[src/core/gst_regs.vh]
`ifndef GST_REGS_VH
`define GST_REGS_VH
// register byte addresses (word aligned)
`define GST_ADDR_CTRL 6'h00
`define GST_ADDR_LINK 6'h04
`define GST_ADDR_CNTL 6'h08
`define GST_ADDR_CNTH 6'h0C
`define GST_ADDR_FLAG 6'h10
`define GST_ADDR_IEN 6'h14
`define GST_ADDR_CMPL 6'h18
`define GST_ADDR_CMPH 6'h1C
`define GST_ADDR_CCCTL 6'h20
`define GST_ADDR_CAPL 6'h24
`define GST_ADDR_CAPH 6'h28
// timer_control fields
`define GST_CTL_ON 0
`define GST_CTL_CS 1
`define GST_CTL_SYNCB 2
`define GST_CTL_XOSC 3
`define GST_CTL_PS_LO 4
`define GST_CTL_GE 6
`define GST_CTL_GINV 7
// comparator_timer_link_control fields
`define GST_LNK_CSYNC 0
`define GST_LNK_GSS 1
// interrupt enable register fields
`define GST_IEN_OVF 0
`define GST_IEN_PER 1
`define GST_IEN_GLB 2
// capture/compare control fields
`define GST_CC_CAPEN 0
`define GST_CC_CMPEN 1
`define GST_CC_SPEC 2
// reset values and interrupt vector
`define GST_CTRL_RST 8'h00
`define GST_LINK_RST 8'h02
`define GST_VECTOR 16'h0004
`endif

[src/core/gst_timer.v]
// Local design decisions: the placing of the registers and the Avalon-MM slave port.
`timescale 1ns/1ps
`include "gst_regs.vh"

// Overview of operation
// count increments to FFFFh then wraps to 0000h
// wrap sets sticky overflow flag; irq needs overflow, peripheral, global enables
// count reads stay valid with an asynchronous external clock
// software should stop the counter before writing count bytes
// gate from gate pin or comparator two, chosen by source select, if enabled
// polarity bit one counts on high gate, zero on low gate
// gate enable ignored when off; zero counts freely, one obeys gate
// prescale field gives 1:1, 1:2, 1:4, 1:8
// crystal enable only acts when internal osc without clock output is system
// sync bypass bit passes external clock unsynchronised; ignored for internal clock; the code still synchronises it
// source bit one counts external rising edges, zero counts Fosc/4
// counter_on zero stops counting and keeps count
// count bytes keep value across resets; high byte is upper half
// in sleep only asynchronous external mode keeps counting
// overflow in sleep with enables wakes device; vector 0004h if global
// capture copies 16-bit count on capture event
// compare event when compare pair equals count
// special event trigger clears count without setting overflow flag
// count write wins over a simultaneous special event clear
// software should use synchronous mode with the special event trigger
// comparator output can be synchronised to the counter clock
// software should clear count and flag before enabling interrupt
// count write also clears the hidden prescale counter
// external mode needs a falling edge before first counted rising edge
module gst_timer #(
    parameter PRESCALE_WIDTH = 3
) (
    input wire clk_sys_in,
    input wire rst_in,
    input wire [5:0] avs_address_in,
    input wire avs_read_in,
    input wire avs_write_in,
    input wire [31:0] avs_writedata_in,
    input wire [3:0] avs_byteenable_in,
    output reg [31:0] avs_readdata_out,
    output reg avs_waitrequest_out,
    input wire external_clock_pin_in,
    input wire gate_pin_in,
    input wire comparator_two_output_in,
    input wire capture_event_in,
    input wire sleep_in,
    input wire internal_oscillator_no_clock_output_in,
    input wire crystal_clock_in,
    output reg irq_out,
    output reg wake_out,
    output reg [15:0] irq_vector_out,
    output reg compare_event_out,
    output reg crystal_osc_active_out
);
    // register map, one byte per word, low byte of the bus only:
    //   0x00 timer control: on, source, sync bypass, crystal, prescale, gate
    //   0x04 link control: comparator sync and gate source select
    //   0x08 count low byte, 0x0C count high byte
    //   0x10 overflow flag, write zero to clear it
    //   0x14 enables: overflow, peripheral, global
    //   0x18 and 0x1C compare pair, low then high
    //   0x20 capture/compare control: capture, compare, special trigger
    //   0x24 and 0x28 capture pair, read only
    // every other word reads as zero and ignores writes
    //
    // the two count bytes are read independently; software that needs
    // a coherent 16-bit value should stop the counter first or read
    // high, low, high and retry on a carry between the reads
    //
    // the count itself has no reset so that it survives a soft reset;
    // software must load it before it means anything

    // control and state registers
    reg [7:0] timer_control;
    reg [7:0] comparator_timer_link_control;
    reg [15:0] count;
    reg overflow_flag;
    reg [2:0] irq_enable;
    reg [15:0] compare_pair;
    reg [2:0] cc_control;
    reg [15:0] capture_pair;
    reg [PRESCALE_WIDTH-1:0] prescale_count;
    reg [1:0] quarter;
    reg ack;
    // synchronisers: first stage read only by second
    reg ext_s1, ext_s2, ext_prev;
    reg xtal_s1, xtal_s2, xtal_prev;
    reg gpin_s1, gpin_s2;
    reg cmp_s1, cmp_s2;
    reg cap_s1, cap_s2, cap_prev;
    reg slp_s1, slp_s2;
    reg osc_s1, osc_s2;
    reg cmp_at_tick;
    reg armed;
    reg last_on;

    wire ctl_on = timer_control[`GST_CTL_ON];
    wire ctl_cs = timer_control[`GST_CTL_CS];
    wire ctl_async = timer_control[`GST_CTL_SYNCB];
    wire [1:0] ctl_ps = timer_control[`GST_CTL_PS_LO+1:`GST_CTL_PS_LO];

    // clock source selection
    // the external pin and the crystal are both sampled by the system
    // clock, so their highest usable rate is below half of it;
    // faster sources would alias and lose edges
    // the crystal replaces the pin only when the clock setup allows it,
    // so a stray enable bit in any other setup has no effect
    //
    // the "async" path still goes through the synchroniser so reads are always coherent;
    // it differs only in keeping running during sleep
    wire xosc_used = timer_control[`GST_CTL_XOSC] & osc_s2;
    wire ext_level = xosc_used ? xtal_s2 : ext_s2;
    wire ext_prev_level = xosc_used ? xtal_prev : ext_prev;
    wire ext_rise = ext_level & ~ext_prev_level;
    wire ext_fall = ~ext_level & ext_prev_level;
    wire int_tick = (quarter == 2'h3); // Fosc/4
    wire async_ext = ctl_cs & ctl_async;
    wire run_sleep = ~slp_s2 | async_ext;
    wire src_tick = ctl_cs ? (ext_rise & armed) : int_tick;

    // gate path
    // the gate source is picked first, then its polarity is applied,
    // so the polarity bit means the same thing for pin and comparator
    // with gating off the counter runs whenever it is switched on and not held by sleep
    // resampling the comparator at counter ticks keeps the gate steady
    // between two source ticks, so a comparator edge cannot split one
    //
    // comparator path optionally resampled at counter clock ticks
    wire cmp_level = comparator_timer_link_control[`GST_LNK_CSYNC] ? cmp_at_tick : cmp_s2;
    wire gate_raw = comparator_timer_link_control[`GST_LNK_GSS] ? gpin_s2 : cmp_level;
    wire gate_act = timer_control[`GST_CTL_GINV] ? gate_raw : ~gate_raw;
    wire gate_ok = ~timer_control[`GST_CTL_GE] | gate_act;
    wire enabled = ctl_on & gate_ok & run_sleep;

    // prescaler
    // the hidden prescale counter only moves on enabled source ticks,
    // so a stopped or gated counter also freezes the prescaler phase
    // it is cleared by every count write, so a freshly loaded value
    // always sees a full prescale period before its first increment
    //
    // prescale terminal count per select
    reg [PRESCALE_WIDTH-1:0] ps_last;
    always @* begin
        case (ctl_ps)
            2'h0: ps_last = 3'h0;
            2'h1: ps_last = 3'h1;
            2'h2: ps_last = 3'h3;
            default: ps_last = 3'h7;
        endcase
    end
    wire do_tick = enabled & src_tick;
    wire inc = do_tick & (prescale_count == ps_last);
    wire wrap = inc & (count == 16'hFFFF);

    // bus decode
    // a write lands at the edge where waitrequest is low, the same edge
    // at which the master sees it accepted; a read is sampled one edge
    // earlier so its data already stands when waitrequest drops
    // only byte lane zero carries register data
    wire wr = avs_write_in & ack;
    wire rd = avs_read_in & ~ack;
    wire be0 = avs_byteenable_in[0];
    wire wr_cntl = wr & be0 & (avs_address_in == `GST_ADDR_CNTL);
    wire wr_cnth = wr & be0 & (avs_address_in == `GST_ADDR_CNTH);
    wire wr_flag = wr & be0 & (avs_address_in == `GST_ADDR_FLAG);
    wire spec_trig = cc_control[`GST_CC_SPEC] & (count == compare_pair) & inc;
    wire cap_rise = cap_s2 & ~cap_prev;

    // synchronisers and free-running quarter counter
    // every asynchronous input passes two flops before any logic reads
    // it; the third flop of the edge detectors is read only as history
    // the quarter counter makes the internal instruction tick; it runs
    // freely so that switching the counter on does not restart its phase
    always @(posedge clk_sys_in) begin
        ext_s1 <= external_clock_pin_in;
        ext_s2 <= ext_s1;
        ext_prev <= ext_s2;
        xtal_s1 <= crystal_clock_in;
        xtal_s2 <= xtal_s1;
        xtal_prev <= xtal_s2;
        gpin_s1 <= gate_pin_in;
        gpin_s2 <= gpin_s1;
        cmp_s1 <= comparator_two_output_in;
        cmp_s2 <= cmp_s1;
        cap_s1 <= capture_event_in;
        cap_s2 <= cap_s1;
        cap_prev <= cap_s2;
        slp_s1 <= sleep_in;
        slp_s2 <= slp_s1;
        osc_s1 <= internal_oscillator_no_clock_output_in;
        osc_s2 <= osc_s1;
        if (rst_in) begin
            quarter <= 2'h0;
            cmp_at_tick <= 1'b0;
        end else begin
            quarter <= quarter + 2'h1;
            if (src_tick)
                cmp_at_tick <= cmp_s2;
        end
    end

    // count, prescaler and falling-edge arming; count is not reset
    // priority: software write, then special trigger clear, then increment
    // a write to one byte leaves the other byte untouched
    // arming drops on any count write and while the counter is off, so
    // a pin left high across a restart cannot fake a rising edge
    always @(posedge clk_sys_in) begin
        if (wr_cntl) begin
            count[7:0] <= avs_writedata_in[7:0];
        end else if (wr_cnth) begin
            count[15:8] <= avs_writedata_in[7:0];
        end else if (spec_trig) begin
            count <= 16'h0000;
        end else if (inc) begin
            count <= count + 16'h0001;
        end
        if (rst_in) begin
            prescale_count <= {PRESCALE_WIDTH{1'b0}};
            armed <= 1'b0;
            last_on <= 1'b0;
        end else begin
            last_on <= ctl_on;
            if (wr_cntl | wr_cnth)
                prescale_count <= {PRESCALE_WIDTH{1'b0}};
            else if (inc)
                prescale_count <= {PRESCALE_WIDTH{1'b0}};
            else if (do_tick)
                prescale_count <= prescale_count + 3'h1;
            if (wr_cntl | wr_cnth | ~ctl_on)
                armed <= 1'b0;
            else if (ext_fall)
                armed <= 1'b1;
        end
    end

    // overflow flag: hardware set beats software clear
    // losing a clear is harmless, losing a wrap would hide an event
    always @(posedge clk_sys_in) begin
        if (rst_in)
            overflow_flag <= 1'b0;
        else if (wrap)
            overflow_flag <= 1'b1;
        else if (wr_flag & ~avs_writedata_in[0])
            overflow_flag <= 1'b0;
    end

    // register writes
    // the link register keeps only its two defined bits, the rest read 0
    always @(posedge clk_sys_in) begin
        if (rst_in) begin
            timer_control <= `GST_CTRL_RST;
            comparator_timer_link_control <= `GST_LINK_RST;
            irq_enable <= 3'h0;
            compare_pair <= 16'h0000;
            cc_control <= 3'h0;
        end else if (wr & be0) begin
            if (avs_address_in == `GST_ADDR_CTRL)
                timer_control <= avs_writedata_in[7:0];
            else if (avs_address_in == `GST_ADDR_LINK)
                comparator_timer_link_control <= {6'h00, avs_writedata_in[1:0]};
            else if (avs_address_in == `GST_ADDR_IEN)
                irq_enable <= avs_writedata_in[2:0];
            else if (avs_address_in == `GST_ADDR_CMPL)
                compare_pair[7:0] <= avs_writedata_in[7:0];
            else if (avs_address_in == `GST_ADDR_CMPH)
                compare_pair[15:8] <= avs_writedata_in[7:0];
            else if (avs_address_in == `GST_ADDR_CCCTL)
                cc_control <= avs_writedata_in[2:0];
        end
    end

    // capture pair
    // the capture event is synchronised, so the copied count is the one
    // present two to three clocks after the event reached the pin
    always @(posedge clk_sys_in) begin
        if (rst_in)
            capture_pair <= 16'h0000;
        else if (cc_control[`GST_CC_CAPEN] & cap_rise)
            capture_pair <= count;
    end

    // bus answer: one wait cycle, then ack; unmapped reads return zero
    // ack blocks a second answer to a request that is still held, so a
    // master holding read or write for an extra cycle is seen twice only
    // after waitrequest has gone high again
    always @(posedge clk_sys_in) begin
        if (rst_in) begin
            ack <= 1'b0;
            avs_waitrequest_out <= 1'b1;
            avs_readdata_out <= 32'h0000_0000;
        end else begin
            ack <= (avs_read_in | avs_write_in) & ~ack;
            avs_waitrequest_out <= ~((avs_read_in | avs_write_in) & ~ack);
            if (rd) begin
                if (avs_address_in == `GST_ADDR_CTRL)
                    avs_readdata_out <= {24'h000000, timer_control};
                else if (avs_address_in == `GST_ADDR_LINK)
                    avs_readdata_out <= {24'h000000, comparator_timer_link_control};
                else if (avs_address_in == `GST_ADDR_CNTL)
                    avs_readdata_out <= {24'h000000, count[7:0]};
                else if (avs_address_in == `GST_ADDR_CNTH)
                    avs_readdata_out <= {24'h000000, count[15:8]};
                else if (avs_address_in == `GST_ADDR_FLAG)
                    avs_readdata_out <= {31'h00000000, overflow_flag};
                else if (avs_address_in == `GST_ADDR_IEN)
                    avs_readdata_out <= {29'h00000000, irq_enable};
                else if (avs_address_in == `GST_ADDR_CMPL)
                    avs_readdata_out <= {24'h000000, compare_pair[7:0]};
                else if (avs_address_in == `GST_ADDR_CMPH)
                    avs_readdata_out <= {24'h000000, compare_pair[15:8]};
                else if (avs_address_in == `GST_ADDR_CCCTL)
                    avs_readdata_out <= {29'h00000000, cc_control};
                else if (avs_address_in == `GST_ADDR_CAPL)
                    avs_readdata_out <= {24'h000000, capture_pair[7:0]};
                else if (avs_address_in == `GST_ADDR_CAPH)
                    avs_readdata_out <= {24'h000000, capture_pair[15:8]};
                else
                    avs_readdata_out <= 32'h0000_0000;
            end
        end
    end

    // interrupt, wake and compare outputs
    // all outputs are registered, so each follows its inputs by one clock
    // wake ignores the global enable: the device wakes and resumes, and
    // only then does the global enable decide whether to vector
    // the compare event is a level that stands while count and pair match
    always @(posedge clk_sys_in) begin
        if (rst_in) begin
            irq_out <= 1'b0;
            wake_out <= 1'b0;
            irq_vector_out <= 16'h0000;
            compare_event_out <= 1'b0;
            crystal_osc_active_out <= 1'b0;
        end else begin
            irq_out <= overflow_flag & (&irq_enable);
            wake_out <= slp_s2 & overflow_flag & irq_enable[`GST_IEN_OVF]
                        & irq_enable[`GST_IEN_PER];
            irq_vector_out <= (overflow_flag & (&irq_enable)) ? `GST_VECTOR : 16'h0000;
            compare_event_out <= cc_control[`GST_CC_CMPEN] & (count == compare_pair);
            crystal_osc_active_out <= xosc_used;
        end
    end
endmodule

[config.mk]
export PLATFORM = sky130hd
export DESIGN_NAME = gst_timer
export DESIGN_NICKNAME = d
export VERILOG_FILES = /design/src/core/gst_timer.v
export VERILOG_INCLUDE_DIRS = /design/src /design/src/core
export SDC_FILE = /design/constraint.sdc
export NUM_CORES = 1
export LEC_CHECK = 0
export BUFFER_PORTS_ARGS = -buffer_cell sky130_fd_sc_hd__buf_2
export CAP_MARGIN = 20
export CELL_PAD_IN_SITES_DETAIL_PLACEMENT = 1
export CELL_PAD_IN_SITES_GLOBAL_PLACEMENT = 1
export CORE_MARGIN = 2
export CORE_UTILIZATION = 41
export DETAILED_ROUTE_END_ITERATION = 12
export PLACE_DENSITY = 0.86
export SYNTH_ARGS = -nofsm -noshare
export SYNTH_HDL_FRONTEND = slang
export SYNTH_SLANG_ARGS = --single-unit
[constraint.sdc]
create_clock -name clk_sys_in -period 2.5 [get_ports clk_sys_in]
set_input_delay 0.125 -clock clk_sys_in [delete_from_list [all_inputs] [get_ports clk_sys_in]]
set_output_delay 0.125 -clock clk_sys_in [all_outputs]
set_load 0.02 [all_outputs]
Word-level counts from Yosys, hierarchy flattened

Cells that the tools add are included.

Flip-flop bits (word level): 143
Input bits: 53
Output and inout port bits: 53
Logic and storage cells: 149

Add/subtract/negate cells: 3
Eq/ne operators: 17
Multiplexer cells: 26
Bitwise logic cells: 48
Reduce and logical (&&, ||, !) cells: 16

Operators by type and width:

| cell                                                             | count |
|---|---|
| 8-bit two-way mux                                                | 14 |
| 16-bit two-way mux                                               | 2 |
| 1-bit AND                                                        | 27 |
| 6-bit by 5-bit == test with 1-bit output (second input constant) | 4 |
| 6-bit == test (second input constant)                            | 3 |
| 16-bit by 1-bit adder with 16-bit output (second input constant) | 1 |
| 16-bit == test                                                   | 1 |
| 16-bit == test (second input constant)                           | 1 |
| 1-bit inverter                                                   | 16 |
| 6-bit by 4-bit == test with 1-bit output (second input constant) | 2 |
| 3-bit case mux with 3 select lines                               | 1 |
| 1-bit two-way mux                                                | 8 |
| 7-bit AND reduction                                              | 1 |
| 6-bit by 3-bit == test with 1-bit output (second input constant) | 1 |
| 6-bit logical NOT                                                | 1 |
| 2-bit AND reduction                                              | 3 |
| 3-bit AND reduction                                              | 2 |
| 6-bit AND reduction                                              | 1 |
| 3-bit nonzero test                                               | 2 |
| 1-bit OR                                                         | 5 |
| 5-bit AND reduction                                              | 1 |
| 2-bit == test (second input constant)                            | 2 |
| 4-bit AND reduction                                              | 1 |
| 3-bit by 1-bit adder with 3-bit output (second input constant)   | 1 |
| 9 further kinds                                                  | 9 |

Logic depth before layout (Yosys ltp)

Word-level depth: 13
Depth in mapped cells: 8

Worst setup path before layout

No wires, ideal clock.

Kind: input to register
Start: input avs_address_in[5]
End: register count[10] (enable)
Library setup time: 0.385 ns
Arrival: 1.860 ns
Path slack: 0.254 ns
Stages on the path: 5
Path buffers: 1
Path through: or3_4 nor3_4 nand3_2 buf_2 a21boi_0

Longest elaborated chain between the ends: 4
Elaborated cells between the ends (all ways): 7
Classes of those cells: eq/ne: 2; bitwise: 3; reduce/logical: 2

RTL lines:

| what                                                                         | RTL line                         | RTL |
|---|---|---|
| start: declaration                                                           | gst_timer.v:35                   | `input wire [5:0] avs_address_in,` |
| 6-bit by 4-bit == test with 1-bit output (no source line)                    | -                                |  |
| 1-bit AND, on equally long branches                                          | gst_timer.v:164, gst_timer.v:163 |  |
| 3-bit nonzero test (no source line) / 1-bit inverter (equally long branches) | -                                |  |
| 2-bit AND reduction (no source line) (*)                                     | -                                |  |
| end signal: assignment                                                       | gst_timer.v:211                  | `count[15:8] <= avs_writedata_in[7:0];` |
| end signal: assignment                                                       | gst_timer.v:215                  | `count <= count + 16'h0001;` |
| end: declaration                                                             | gst_timer.v:76                   | `reg [15:0] count;` |

Mark *: on every way between the ends. The rest lies on a longest branch, timed or not.
A chain may end at the register's enable or synchronous reset.

Worst setup path after layout

Start: register count[6]
End: register count[6] (data pin)

Longest elaborated chain between the ends: 6
Elaborated cells between the ends (all ways): 8
Classes of those cells: add/sub: 1; eq/ne: 1; mux: 4; bitwise: 2

RTL lines:

| what                                                                                             | RTL line        | RTL |
|---|---|---|
| start signal: assignment                                                                         | gst_timer.v:209 | `count[7:0] <= avs_writedata_in[7:0];` |
| start signal: assignment                                                                         | gst_timer.v:215 |  |
| parallel branches: the longest is 3 deep, another holds 16-bit by 1-bit adder with 16-bit output | -               |  |
| 16-bit two-way mux (*)                                                                           | gst_timer.v:212 | `end else if (spec_trig) begin` |
| 8-bit two-way mux (*)                                                                            | gst_timer.v:210 | `end else if (wr_cnth) begin` |
| 8-bit two-way mux (*)                                                                            | gst_timer.v:208 | `if (wr_cntl) begin` |

Mark *: on every way between the ends. The select of a mux whose other input is x is not followed.

==> impl_metrics.tcl <==
set metrics [dict create \
    ioPinCount 106 \
    synth_edf_count 16 \
    wirelength_um 17200 \
    fin_ws_ns 0.0593 \
    dieArea_um2 13800 \
    total_power_uw 3390 \
    topRoutingLayerUsed "met4" \
    r2r_cells 6 \
    synth.distinct_cells 57 \
    grt_max_degree 51 \
    cts-htree-levels 3 \
    synth_area_per_cell_um2 8.74 \
    drt_pre_antenna_iters 5 \
    final_common_cell "dfxtp_1" \
    setup.worst_path.start_class "flop" \
    drv_slew 0 \
    ir_drop_v 0.000282 \
    setup_viol 0 \
    met1Wirelength_um 7130 \
    floorplan.initialDensity_pct 41.9 \
    die_y_um 117 \
    worstPathCellList "xnor2_1 -> nand4_1 -> nor4_2 -> nand2_1 -> nor3b_4 -> a211oi_1" \
    vias 4733 \
    routed-wl-met2_um 8090 \
    whs_path_depth 2 \
    hpwl_um 12300 \
    async_reset_ff_share_pct 0 \
    synth.cell_area_um2 5280 \
    ys.warnings.count 0 \
    row_count 41 \
    drtIter0Drc 519 \
    crit_fanout 8 \
    nets 718 \
    numCtsBuffers 9 \
    route.detailed.wl_per_inst_um 20.6 \
    rsz0062_at_grt "false" \
    viasPerCell 5.64 \
    ys_seq_elements 103 \
    met3_length_um 1340 \
    place_congestion 1.00 \
    r2r_start "count[6]" \
    worstSetupEndpointType "flop" \
    most-common-layout-cells "dfxtp_1 (87), nand2_1 (66), nor2_1 (65)" \
    min_period_ns 2.44 \
    cp.required_ns 2.59 \
    regArea_um2 2220 \
    fin_setup_tns_ns 0 \
    synth_cells 604 \
    die-width_um 117 \
    critPathSlowestCell "edfxtp_1" \
    ant_nets 0 \
    final_hold_viol_count 0 \
    p_leak_uw 0.00236 \
    cts_root_buf "clkbuf_16" \
    hp-start "avs_write_in" \
    n_fill_cell 1536 \
    final_util_pct 47.8 \
    grt.total_usage_pct 25.0 \
    synthFlopType "dfxtp_1" \
    drc 0 \
    cts_tree "done" \
    cts_max_path_buffers 2 \
    max_slew_margin_pct 24.6 \
    diodes 0 \
    ys_seq_area_share_pct 42.1 \
    path_class "flop to flop" \
    pre_cts_slack_ns 0.0503 \
    grt_pass1_vias 4900 \
    clk_pin_slew_ns 0.07 \
    cpPeakStageDelay_ns 0.56 \
    worst_pin_slew_ns 1.13 \
    cp_data_arrival_time_ns 2.53 \
    cap_violations 0 \
    status "finished clean" \
    min_path_type "primary input to flop" \
    fmax_mhz 410 \
    finalCritPeriodShare_pct 97.6 \
    cellPowerDensity_nw_per_um2 562 \
    io_buffer_count 39 \
    multi_input_area_um2 2700 \
    clock-sinks 103 \
    layout-drive-gt1-share_pct 16.0 \
    cp-startpoint "count[6]" \
    core_area_um2 12600 \
    timing.hold.ws_ns 0.0299 \
    syn_to_final_growth_pct 14.2 \
    grt_overflow_total 0 \
    antenna_found_initial 0 \
    clock_latency_ns 0.36 \
    fin_skew_ns 0.0108 \
    grt_first_pass_wirelength_um 26800 \
]
==> worst max-delay path: cells and delay by family, from the launching register on <==
family           cells  cell delay (ns)
XOR/XNOR             1             0.34
AO/OA/AOI/OAI        1             0.09
AND/OR/NAND/NOR      4             1.17
flip-flops           1             0.56
==> worst paths after layout <==
check,end,slack [ns]
setup / recovery,count[6],0.06
setup reg to reg,count[6],0.06
hold reg to reg,cap_s2,0.33
hold / removal,ack,0.03
==> timing repair <==
item,4_1_cts,5_1_grt
gates resized for setup,1,0
buffers inserted,0,0
endpoints found under the hold margin,8,0
hold buffers,8,0
setup endpoints to repair,16,0
==> cell usage after synthesis, types with 2 or more instances <==
master	number	area share, %
a211oi_1	21	3.0
a21boi_0	6	0.85
a21oi_1	41	3.9
a22oi_1	7	1.0
a31oi_1	3	0.36
and2_1	5	0.59
and3_1	3	0.36
and3b_1	3	0.50
and4_1	2	0.33
and4b_1	2	0.38
buf_2	15	1.4
buf_4	40	5.7
buf_6	2	0.43
clkbuf_1	22	1.6
dfxtp_1	87	33
edfxtp_1	16	9.1
ha_1	3	0.71
inv_1	8	0.57
mux2i_1	36	6.8
nand2_1	66	4.7
nand2b_1	3	0.36
nand3_1	20	1.9
nand3b_1	4	0.57
nand4_1	12	1.4
nor2_1	65	4.6
nor2b_1	12	1.4
nor3_1	2	0.19
nor3_2	2	0.38
nor3b_1	2	0.28
nor4_1	2	0.24
o21a_1	4	0.57
o21ai_0	26	2.5
o22ai_1	7	0.83
or3_1	2	0.24
xnor2_1	23	3.8
xor2_1	9	1.5
==> cells by family (layout without fill, tap and decap cells) <==
| family | after synthesis | after routing | synth area share (%) |
|---|---|---|---|
| simple gates | 216 | 216 | 20.6 |
| compound gates | 126 | 126 | 14.8 |
| flops | 103 | 103 | 42.1 |
| buf+inv | 87 | 112 | 9.67 |
| mux | 36 | 36 | 6.82 |
| xor+xnor | 32 | 32 | 5.31 |
| fa+ha+maj | 3 | 3 | 0.711 |
| other cells | 1 | 39 | 0.0710 |
==> per-layer routing <==
metal / GRT usage, % / vias up
li1: - / 2140
met5: 0 / -
met2: 40.0 / 228
met3: 5.96 / 51
met4: 11.1 / 0
met1: 32.3 / 2314
==> per-stage QoR <==
stage | cell area [µm²] | std cells
finish | 6030 | 839
global route | 6030 | 839
CTS | 6020 | 838
detailed placement | 5650 | 814
global placement | 5650 | 814
floorplan | 5420 | 642
==> layout make-up <==
class	instances	share of cell area, %
inverter	8	0.498
timing repair buffer	88	9.67
tap	172	3.57
multi-input combinational	452	44.7
clock buffer	10	3.80
clock inverter	6	0.892
sequential	103	36.8
==> report_power, final <==
part / internal (µW) / total, µW / switching (µW)
Combinational: 83.4 / 288 / 204
Clock: 693 / 1380 / 691
Sequential: 1710 / 1720 / 15.7
==> flip-flops by register name, summed over array words and instances (netlist names), 2 cells and up <==
signal,count
cc_control,3
timer_control,8
comparator_timer_link_control,2
prescale_count,3
avs_readdata_out,8
capture_pair,16
count,16
irq_enable,3
compare_pair,16
quarter,2
No activity file was read; power rests on OpenSTA's default activity.
